File: config.mk
export PLATFORM = sky130hd
export DESIGN_NAME = pid_decoder
export DESIGN_NICKNAME = d
export VERILOG_FILES = /design/src/pid_decoder.v
export VERILOG_INCLUDE_DIRS = /design/src
export SDC_FILE = /design/constraint.sdc
export NUM_CORES = 1
export LEC_CHECK = 0
export BUFFER_PORTS_ARGS = -buffer_cell sky130_fd_sc_hd__buf_2
export CORE_MARGIN = 5
export CORE_UTILIZATION = 52
export CTS_CLUSTER_SIZE = 8
export DETAILED_ROUTE_END_ITERATION = 8
export PLACE_DENSITY = 0.77
export SLEW_MARGIN = 40
export SYNTH_ARGS = -nofsm -noshare
export SYNTH_HDL_FRONTEND = slang
export SYNTH_SLANG_ARGS = --single-unit
File: constraint.sdc
create_clock -name clk -period 3.8 [get_ports clk]
set_input_delay 0.76 -clock clk [delete_from_list [all_inputs] [get_ports clk]]
set_output_delay 0.76 -clock clk [all_outputs]
set_load 0.05 [all_outputs]
File: src/pid_consts.vh
// Summary of operation
// - Operand below 16 fits one byte
// - One positive prefix per extra operand nibble
// - Negative operand starts with negative prefix
// - Sixteen direct function codes decoded
// - Small operation codes in one operate byte
// - Larger operation codes use positive prefix
// - Negative prefix opens negative operation space
// - Load constant selects floating entry operation
// - Floating ops also have direct encodings
// - Undefined encodings trap as illegal
// - Identity operation pushes device identity
// - Checked arithmetic traps overflow, divide zero
// - Misaligned word/half-word access raises error
// - Protected process bad address raises error
// - Barred instructions rejected per process class
// - Breakpoints only in supervisory class
// - Flag descheduling, interruptible, timesliceable
// - Denormal floating ops take two extra cycles
// - Report floating exception conditions by class
`ifndef PID_CONSTS_VH
`define PID_CONSTS_VH
`define PID_REG_CTRL     12'h000
`define PID_REG_STATUS   12'h004
`define PID_REG_DEVID    12'h008
`define PID_REG_LAST     12'h00C
`define PID_CTRL_RST     4'h1
`define PID_FN_JUMP      4'h0
`define PID_FN_PFIX      4'h2
`define PID_FN_LDC       4'h4
`define PID_FN_NFIX      4'h6
`define PID_FN_OPR       4'hF
`define PID_NIB_LIMIT    32'h0000000F
`define PID_OP_NEG       32'hFFFFFFE6
`define PID_OP_FPENTRY   32'h0000008F
`define PID_OP_LDDEVID   32'h0000007C
`define PID_FP_LO        32'h00000090
`define PID_FP_HI        32'h000000BF
`define PID_SEL_MAX      32'h0000001F
// Identity value is arbitrary, not an allocated number
`define PID_DEVID        32'h000000A5
`define PID_DENORM_CYC   2'h2
`define PID_CLS_G        2'h0
`define PID_CLS_L        2'h1
`define PID_CLS_P        2'h2
`define PID_E_NONE       4'h0
`define PID_E_ILLEGAL    4'h1
`define PID_E_OVF        4'h2
`define PID_E_DIVZ       4'h3
`define PID_E_ALIGN      4'h4
`define PID_E_ADDR       4'h5
`define PID_E_CLASS      4'h6
`define PID_E_FP_INV     4'h7
`define PID_E_FP_DZ      4'h8
`define PID_E_FP_OVF     4'h9
`define PID_E_FP_UNF     4'hA
`define PID_E_FP_INX     4'hB
`define PID_F_LEGAL      0
`define PID_F_O          1
`define PID_F_U          2
`define PID_F_M          3
`define PID_F_P          4
`define PID_F_G          5
`define PID_F_L          6
`define PID_F_B          7
`define PID_F_T          8
`define PID_F_D          9
`define PID_F_I          10
`define PID_F_DN         11
`define PID_F_FP         12
`endif

File: src/pid_decoder.v
// The APB register port and the register offsets were chosen for this implementation.
`timescale 1ns/10ps
`default_nettype none
`include "pid_consts.vh"
module pid_decoder (
	// Clock and reset
	input  wire        clk,
	input  wire        sys_rst,
	// APB slave
	input  wire        psel,
	input  wire        penable,
	input  wire        pwrite,
	input  wire [11:0] paddr,
	input  wire [31:0] pwdata,
	output reg  [31:0] prdata,
	output reg         pready,
	output reg         pslverr,
	// Byte stream from fetch
	input  wire        ib_valid,
	input  wire [7:0]  ib_data,
	// Decoded instruction to pipeline
	output reg         dec_valid,
	output reg  [3:0]  dec_func,
	output reg  [31:0] dec_oper,
	output reg         dec_fp,
	output reg  [4:0]  dec_fp_sel,
	output reg         dec_fp_sel_vld,
	output reg         dec_push_id,
	output reg         dec_desched,
	output reg         dec_intr,
	output reg         dec_tslice,
	output reg         dec_brk,
	// Decode traps
	output reg         trap_valid,
	output reg  [3:0]  trap_code,
	// Execution results of last dispatched instruction
	input  wire        ex_done,
	input  wire        ex_ovf,
	input  wire        ex_divz,
	input  wire        ex_half,
	input  wire [1:0]  ex_addr_lo,
	input  wire        ex_addr_bad,
	input  wire [4:0]  ex_fp_flags,
	input  wire        ex_fp_denorm,
	// Execution traps and timing
	output reg         xtrap_valid,
	output reg  [3:0]  xtrap_code,
	output reg  [1:0]  ex_extra_cyc
);

	reg [31:0] oreg_q, oreg_d;
	reg        chain_q, chain_d;
	reg [31:0] areg_q;
	reg [3:0]  ctrl_q;
	reg        seen_q;
	reg [3:0]  last_err_q;
	reg [12:0] last_feat_q;
	reg [7:0]  trap_cnt_q;

	wire       en     = ctrl_q[0];
	wire [1:0] cls    = ctrl_q[2:1];
	wire       brk_en = ctrl_q[3];

	// Direct function features
	function [12:0] fn_feat;
		input [3:0] fn;
		begin
			fn_feat = 13'h0001;
			case (fn)
			// Jump: breakpoint, timeslice, deschedule
			4'h0:
				fn_feat = 13'h0381;
			// Non-local access: alignment and address
			4'h3, 4'hE:
				fn_feat = 13'h000D;
			// Workspace access: address only
			4'h7, 4'h9, 4'hB, 4'hD:
				fn_feat = 13'h0009;
			// Add constant: overflow
			4'h8:
				fn_feat = 13'h0003;
			default:
				fn_feat = 13'h0001;
			endcase
		end
	endfunction

	// Operation features; zero means undefined
	function [12:0] op_feat;
		input [31:0] op;
		begin
			op_feat = 13'h0000;
			if (op >= `PID_FP_LO && op <= `PID_FP_HI)
				op_feat = 13'h1801;
			else if (op == `PID_OP_NEG || op == `PID_OP_LDDEVID ||
			    op == `PID_OP_FPENTRY)
				op_feat = 13'h0001;
			else if (op[31:8] == 24'h000000) begin
				case (op[7:0])
				// Checked arithmetic: overflow or divide by zero
				8'h05, 8'h0C, 8'h53, 8'h72,
				8'h2C, 8'h1F, 8'h16, 8'h38,
				8'h1A:
					op_feat = 13'h0003;
				// Byte access, address checked for protected class
				8'h01, 8'h3B:
					op_feat = 13'h0009;
				// Block moves, interruptible
				8'h5C, 8'h5D, 8'h5E, 8'h4A:
					op_feat = 13'h0409;
				// Channel and timer waits; all but 8'h2E deschedule
				8'h07, 8'h0B, 8'h0F, 8'h0E,
				8'h2B, 8'h51:
					op_feat = 13'h0611;
				8'h44:
					op_feat = 13'h0211;
				8'h2E:
					op_feat = 13'h0411;
				// Alternative and timer setup, barred when protected
				8'h4E, 8'h47, 8'h43, 8'h45:
					op_feat = 13'h0011;
				// Plain operations, no trap or scheduling feature
				8'h46, 8'h4B, 8'h33, 8'h32,
				8'h41, 8'h40, 8'h09, 8'h04,
				8'h52, 8'h08, 8'h37, 8'h4F,
				8'h31, 8'h36, 8'h35, 8'h19,
				8'h00, 8'h3A, 8'h56, 8'h1D,
				8'h4C, 8'h42, 8'h5A, 8'h79,
				8'h5B, 8'h74, 8'h75, 8'h76,
				8'h77, 8'h78, 8'h02, 8'h0A,
				8'h81, 8'h34, 8'h3F, 8'h22:
					op_feat = 13'h0001;
				default:
					op_feat = 13'h0000;
				endcase
			end
		end
	endfunction

	// Class barring check
	function barred;
		input [12:0] f;
		input [1:0]  c;
		begin
			barred = (f[`PID_F_P] && c == `PID_CLS_P) ||
				(f[`PID_F_G] && c == `PID_CLS_G) ||
				(f[`PID_F_L] && c == `PID_CLS_L);
		end
	endfunction

	wire [3:0]  fn       = ib_data[7:4];
	wire [31:0] full_op  = oreg_q | {28'h0000000, ib_data[3:0]};
	wire        take     = ib_valid && en;
	wire        is_pfx   = fn == `PID_FN_PFIX || fn == `PID_FN_NFIX;
	wire        is_opr   = fn == `PID_FN_OPR;
	wire        is_fpent = is_opr && full_op == `PID_OP_FPENTRY;
	wire        sel_ok   = areg_q <= `PID_SEL_MAX;
	wire        bad_nfix = fn == `PID_FN_NFIX && chain_q;

	reg [12:0] feat;
	always @* begin
		if (is_opr)
			feat = op_feat(full_op);
		else
			feat = fn_feat(fn);
		if (is_fpent && sel_ok)
			feat = 13'h1801;
		else if (is_fpent)
			feat = 13'h0000;
	end

	wire illegal = !feat[`PID_F_LEGAL] || bad_nfix;
	wire cls_bad = barred(feat, cls);

	// Operand register
	// Disabled bytes leave the chain untouched, so a stream
	// paused mid-prefix resumes where it stopped
	always @* begin
		oreg_d  = oreg_q;
		chain_d = chain_q;
		if (take) begin
			if (fn == `PID_FN_PFIX) begin
				oreg_d  = full_op << 4;
				chain_d = 1'b1;
			end else if (fn == `PID_FN_NFIX && chain_q) begin
				// Late negative prefix traps; drop the chain so the
				// next instruction starts from a clean operand
				oreg_d  = 32'h00000000;
				chain_d = 1'b0;
			end else if (fn == `PID_FN_NFIX) begin
				oreg_d  = (~full_op) << 4;
				chain_d = 1'b1;
			end else begin
				oreg_d  = 32'h00000000;
				chain_d = 1'b0;
			end
		end
	end

	always @(posedge clk) begin
		if (sys_rst) begin
			oreg_q  <= 32'h00000000;
			chain_q <= 1'b0;
		end else begin
			oreg_q  <= oreg_d;
			chain_q <= chain_d;
		end
	end

	// Dispatch stage
	always @(posedge clk) begin
		if (sys_rst) begin
			dec_valid      <= 1'b0;
			dec_func       <= 4'h0;
			dec_oper       <= 32'h00000000;
			dec_fp         <= 1'b0;
			dec_fp_sel     <= 5'h00;
			dec_fp_sel_vld <= 1'b0;
			dec_push_id    <= 1'b0;
			dec_desched    <= 1'b0;
			dec_intr       <= 1'b0;
			dec_tslice     <= 1'b0;
			dec_brk        <= 1'b0;
			trap_valid     <= 1'b0;
			trap_code      <= `PID_E_NONE;
			areg_q         <= 32'h00000000;
			last_feat_q    <= 13'h0000;
		end else begin
			dec_valid      <= 1'b0;
			trap_valid     <= 1'b0;
			dec_fp_sel_vld <= 1'b0;
			dec_push_id    <= 1'b0;
			dec_brk        <= 1'b0;
			// A trap replaces the pulse; level flags keep the last legal one
			// Only a dispatching byte or a late negative prefix gets here; other prefixes are absorbed
			if (take && !is_pfx || take && bad_nfix) begin
				dec_func <= fn;
				dec_oper <= full_op;
				if (illegal || cls_bad) begin
					trap_valid <= 1'b1;
					trap_code  <= illegal ? `PID_E_ILLEGAL :
						`PID_E_CLASS;
				end else begin
					dec_valid   <= 1'b1;
					dec_fp      <= feat[`PID_F_FP];
					dec_desched <= feat[`PID_F_D];
					dec_intr    <= feat[`PID_F_I];
					dec_tslice  <= feat[`PID_F_T];
					dec_brk     <= feat[`PID_F_B] && brk_en &&
						cls == `PID_CLS_G;
					last_feat_q <= feat;
					if (is_fpent) begin
						dec_fp_sel     <= areg_q[4:0];
						dec_fp_sel_vld <= 1'b1;
					end
					if (fn == `PID_FN_LDC)
						areg_q <= full_op;
					if (is_opr && full_op == `PID_OP_LDDEVID) begin
						areg_q      <= `PID_DEVID;
						dec_oper    <= `PID_DEVID;
						dec_push_id <= 1'b1;
					end
				end
			end
		end
	end

	// Execution result checks
	wire        f_o  = last_feat_q[`PID_F_O];
	wire        f_u  = last_feat_q[`PID_F_U];
	wire        f_m  = last_feat_q[`PID_F_M];
	wire        f_fp = last_feat_q[`PID_F_FP];
	wire        misal = ex_half ? ex_addr_lo[0] : (ex_addr_lo != 2'b00);
	// One code per result; lower-priority conditions are dropped
	reg  [3:0]  xcode;
	always @* begin
		xcode = `PID_E_NONE;
		if (f_o && ex_ovf)
			xcode = `PID_E_OVF;
		else if (f_o && ex_divz)
			xcode = `PID_E_DIVZ;
		else if (f_u && misal)
			xcode = `PID_E_ALIGN;
		else if (f_m && cls == `PID_CLS_P && ex_addr_bad)
			xcode = `PID_E_ADDR;
		else if (f_fp && ex_fp_flags[0])
			xcode = `PID_E_FP_INV;
		else if (f_fp && ex_fp_flags[1])
			xcode = `PID_E_FP_DZ;
		else if (f_fp && ex_fp_flags[2])
			xcode = `PID_E_FP_OVF;
		else if (f_fp && ex_fp_flags[3])
			xcode = `PID_E_FP_UNF;
		else if (f_fp && ex_fp_flags[4])
			xcode = `PID_E_FP_INX;
	end

	always @(posedge clk) begin
		if (sys_rst) begin
			xtrap_valid  <= 1'b0;
			xtrap_code   <= `PID_E_NONE;
			ex_extra_cyc <= 2'h0;
		end else begin
			xtrap_valid  <= ex_done && xcode != `PID_E_NONE;
			ex_extra_cyc <= 2'h0;
			if (ex_done) begin
				xtrap_code <= xcode;
				if (last_feat_q[`PID_F_DN] && ex_fp_denorm)
					ex_extra_cyc <= `PID_DENORM_CYC;
			end
		end
	end

	// Sticky trap status; hardware set beats software clear
	wire any_trap = trap_valid || xtrap_valid;
	wire wr_acc   = psel && penable && pready && pwrite;
	wire clr_seen = wr_acc && paddr == `PID_REG_STATUS && pwdata[0];
	always @(posedge clk) begin
		if (sys_rst) begin
			seen_q     <= 1'b0;
			last_err_q <= `PID_E_NONE;
			trap_cnt_q <= 8'h00;
		end else begin
			if (any_trap) begin
				seen_q     <= 1'b1;
				last_err_q <= xtrap_valid ? xtrap_code : trap_code;
				trap_cnt_q <= trap_cnt_q + 8'h01;
			end else if (clr_seen) begin
				seen_q <= 1'b0;
			end
		end
	end

	// APB: one wait-free access phase, answer registered in setup
	function mapped;
		input [11:0] a;
		begin
			mapped = a == `PID_REG_CTRL || a == `PID_REG_STATUS ||
				a == `PID_REG_DEVID || a == `PID_REG_LAST;
		end
	endfunction

	// Read data is latched at setup, so a register changing during
	// the access still returns the value it had at setup
	always @(posedge clk) begin
		if (sys_rst) begin
			ctrl_q  <= `PID_CTRL_RST;
			pready  <= 1'b0;
			pslverr <= 1'b0;
			prdata  <= 32'h00000000;
		end else begin
			pready  <= psel && !penable;
			pslverr <= psel && !penable && !mapped(paddr);
			if (psel && !penable) begin
				case (paddr)
				`PID_REG_CTRL:
					prdata <= {28'h0000000, ctrl_q};
				`PID_REG_STATUS:
					prdata <= {16'h0000, trap_cnt_q, 3'h0,
						last_err_q, seen_q};
				`PID_REG_DEVID:
					prdata <= `PID_DEVID;
				`PID_REG_LAST:
					prdata <= {19'h00000, last_feat_q};
				default:
					prdata <= 32'h00000000;
				endcase
			end
			if (wr_acc && paddr == `PID_REG_CTRL)
				ctrl_q <= pwdata[3:0];
		end
	end

endmodule // pid_decoder
`default_nettype wire

==> impl_metrics.json <==
{
  "grtUsageTotal_pct": 22.7,
  "post_cts_buffers": 0,
  "synthToLayoutAreaGrowth_pct": 15.1,
  "synth_seq_cells": 158,
  "pwr-share-clk_pct": 43.9,
  "power.density_mw_per_mm2": 431,
  "hold_depth": 2,
  "r2r_end": "last_feat_q[3]",
  "synth_area_leaders": "dfxtp_1 (43%), nand2_1 (7.8%), a21oi_1 (7.4%)",
  "synth.yosys.warnings": 0,
  "drive_gt1_share_pct": 17.9,
  "postRouteAntennaNets": 0,
  "reg2reg_depth": 7,
  "cts_htree_levels": 4,
  "dr.pass1.iters": 5,
  "synth-edff-count": 0,
  "final_cell_mix": "dfxtp_1 (157), nand2_1 (154), buf_2 (117)",
  "holdCritPathClass": "reg2reg",
  "worstReg2RegStart": "oreg_q[8]",
  "path_common_cell": "a221oi_2",
  "internal_power_mw": 2.74,
  "finalCritPeriodShare_pct": 83.4,
  "clock_path_buffers": 2,
  "viasPerCell": 5.63,
  "overflow": 0,
  "ioPinCount": 166,
  "hold_end": "prdata[3]",
  "fin_nets": 1076,
  "synth_seq_area_share_pct": 42.7,
  "core_area_mm2": 0.0139,
  "relSlewSlack_pct": 55.5,
  "final_max_slew_viol_count": 0,
  "grt_pass1_vias": 6096,
  "cpMaxStageDelayCell": "or2_1",
  "die-area_mm2": 0.0167,
  "critPathTopFamily": "compound AO/OA/AOI/OAI gates",
  "synth_cell_type_count": 67,
  "wl_per_cell_um": 15.9,
  "netlist_area_mm2": 0.00740,
  "cts_sinks": 158,
  "p_sw_uw": 924,
  "core.rowCount": 43,
  "synth_top_cell_by_area": "dfxtp_1",
  "dpl.hpwl_um": 12800,
  "slowest_delay_ps": 480,
  "p_sw_share_pct": 25.2,
  "crit_arrival_ps": 3470,
  "worst_ep_required_time_ps": 4110,
  "fmax_mhz": 316,
  "cts-root-buf": "clkbuf_16",
  "vias": 6699,
  "final_common_cell": "dfxtp_1",
  "antenna_found_initial": 0,
  "cts_buffers": 17,
  "clock_skew_ps": 12.6,
  "grt_pass1_wl_um": 30600,
  "setup_viol": 0,
  "antenna_cells": 0,
  "r2r_slack_ps": 730,
  "grt_max_degree": 65,
  "cap_viol_max_count": 0,
  "ctsResizeCount": 0,
  "rsz0062_at_grt": "false",
  "cts.hold.buffers_added": 0,
  "endpoint_kind": "register",
  "p_leak_nw": 3.36,
  "ys_async_sr_fraction_pct": 0,
  "path_buf_inv": 2,
  "start_kind": "input port",
  "cts_tree": "built",
  "tns_ps": 0,
  "portBuffers": 118,
  "synth_ff_type": "dfxtp_1",
  "fin_crit_ps": 3170,
  "status": "finished clean",
  "clkTransAtPathRegs_ps": 60,
  "clock_latency_ps": 430,
  "seq_power_share_pct": 46.4,
  "p_comb_share_pct": 9.7,
  "gp_congestion": 0.913,
  "hold_start": "prdata[3]",
  "cp_cell_sequence": "buf_2 -> inv_1 -> ha_1 -> mux2_4 -> a221oi_2 -> o21ai_1 -> a221oi_2 -> o211ai_2 -> or2_1 -> mux2_1",
  "syn_area_per_cell_um2": 8.05,
  "peakVddDrop_mv": 0.475,
  "crit_type": "in2reg",
  "initial_core_util_pct": 53.1,
  "die_height_um": 129,
  "finalHoldViolCount": 0,
  "syn_inst": 919,
  "drtIter0Drc": 610,
  "cp_max_fo": 13,
  "drc": 0,
  "synth_top_cell_area_share_pct": 42.7,
  "die_w_um": 129,
  "holdWs_ps": 451,
  "wl_um": 18900,
  "worst_pin_slew_ps": 665
}
## power by group through the flow
stage	registers, mW	logic (mW)	clock network, mW
finish	1.70	0.355	1.61
global route	1.71	0.386	1.71
CTS	1.70	0.353	1.63
detailed placement	1.74	0.351	0
global placement	1.74	0.346	0
floorplan	1.77	0.248	0
## registers in the layout, indices dropped and copies added (netlist names), 2 cells and up
signal / flops
areg_q: 32
dec_func: 4
trap_code: 2
last_feat_q: 9
ctrl_q: 4
prdata: 15
dec_oper: 32
oreg_q: 28
xtrap_code: 4
dec_fp_sel: 5
trap_cnt_q: 8
last_err_q: 4
## per-stage QoR
step / cells / cell area [um^2] / setup WS, ps / util (%) / total power, mW
2_1_floorplan: 937 / 7470 / 699 / - / 2.02
3_3_place_gp: 1158 / 7960 / 309 / 57.1 / 2.09
3_5_place_dp: 1158 / 7960 / 251 / 57.1 / 2.09
4_1_cts: 1189 / 8520 / 680 / 61.1 / 3.68
5_1_grt: 1189 / 8520 / 401 / 61.1 / 3.80
6_report: 1189 / 8520 / 631 / 61.1 / 3.67
## cell families after synthesis
family	share of synthesized area [%]
XOR/XNOR	3.91
other	0.0507
adder cells (fa/ha/maj)	1.35
AO/OA/AOI/OAI	16.9
flip-flops	42.7
multiplexers	4.38
AND/OR/NAND/NOR	23.9
buffers and inverters	6.75
## cell usage after synthesis (3+ instances only)
cell type	count
dfxtp_1	158
nand2_1	154
a21oi_1	109
nor2_1	91
clkbuf_1	56
xnor2_1	29
nor3_1	26
nand3_1	25
a22oi_1	23
buf_4	23
mux2i_1	23
nor4_1	18
o21ai_0	18
nand4_1	16
nand2b_1	13
inv_1	12
a211oi_1	9
nor2b_1	9
ha_1	8
nand3b_1	7
a31oi_1	6
buf_1	6
o22ai_1	5
mux2_2	4
xor2_1	4
a21o_1	3
a31o_1	3
and4_1	3
buf_2	3
buf_6	3
mux2_1	3
o211ai_1	3
or3_1	3
## worst min-delay path: cells and delay by family, from the launching register on
kind	cells	cell delay, ps
AOI/OAI and AO/OA	1	50
DFF	1	310
and+or+nand+nor	1	50
## worst max-delay path by stage
stage,startpoint,end,slack (ps),depth (start not counted)
final,ib_data[0],last_feat_q[3],630,10
after detailed placement,ib_data[0],last_feat_q[3],250,10
after floorplan,ib_data[0],last_feat_q[10],700,13
after global routing,oreg_q[8],last_feat_q[3],400,7
after global placement,ib_data[0],last_feat_q[2],310,10
after CTS,ib_data[0],last_feat_q[3],680,10
## layer usage
layer	vias up	routed length, um	GRT usage, %
li1	3312	-	-
met1	3112	8470	30.9
met2	241	8590	35.5
met3	34	1370	4.86
met4	0	416	8.21
met5	-	0	0
## final cells by class
class                      instances  area (um^2)
fill                            1238         5420
multi-input combinational        676         3820
sequential                       158         3160
timing repair buffer             132          711
clock buffer                      26          499
tap                              180          225
clock inverter                     5         56.3
inverter                          12         45.0
Power figures use the tool's default switching activity.
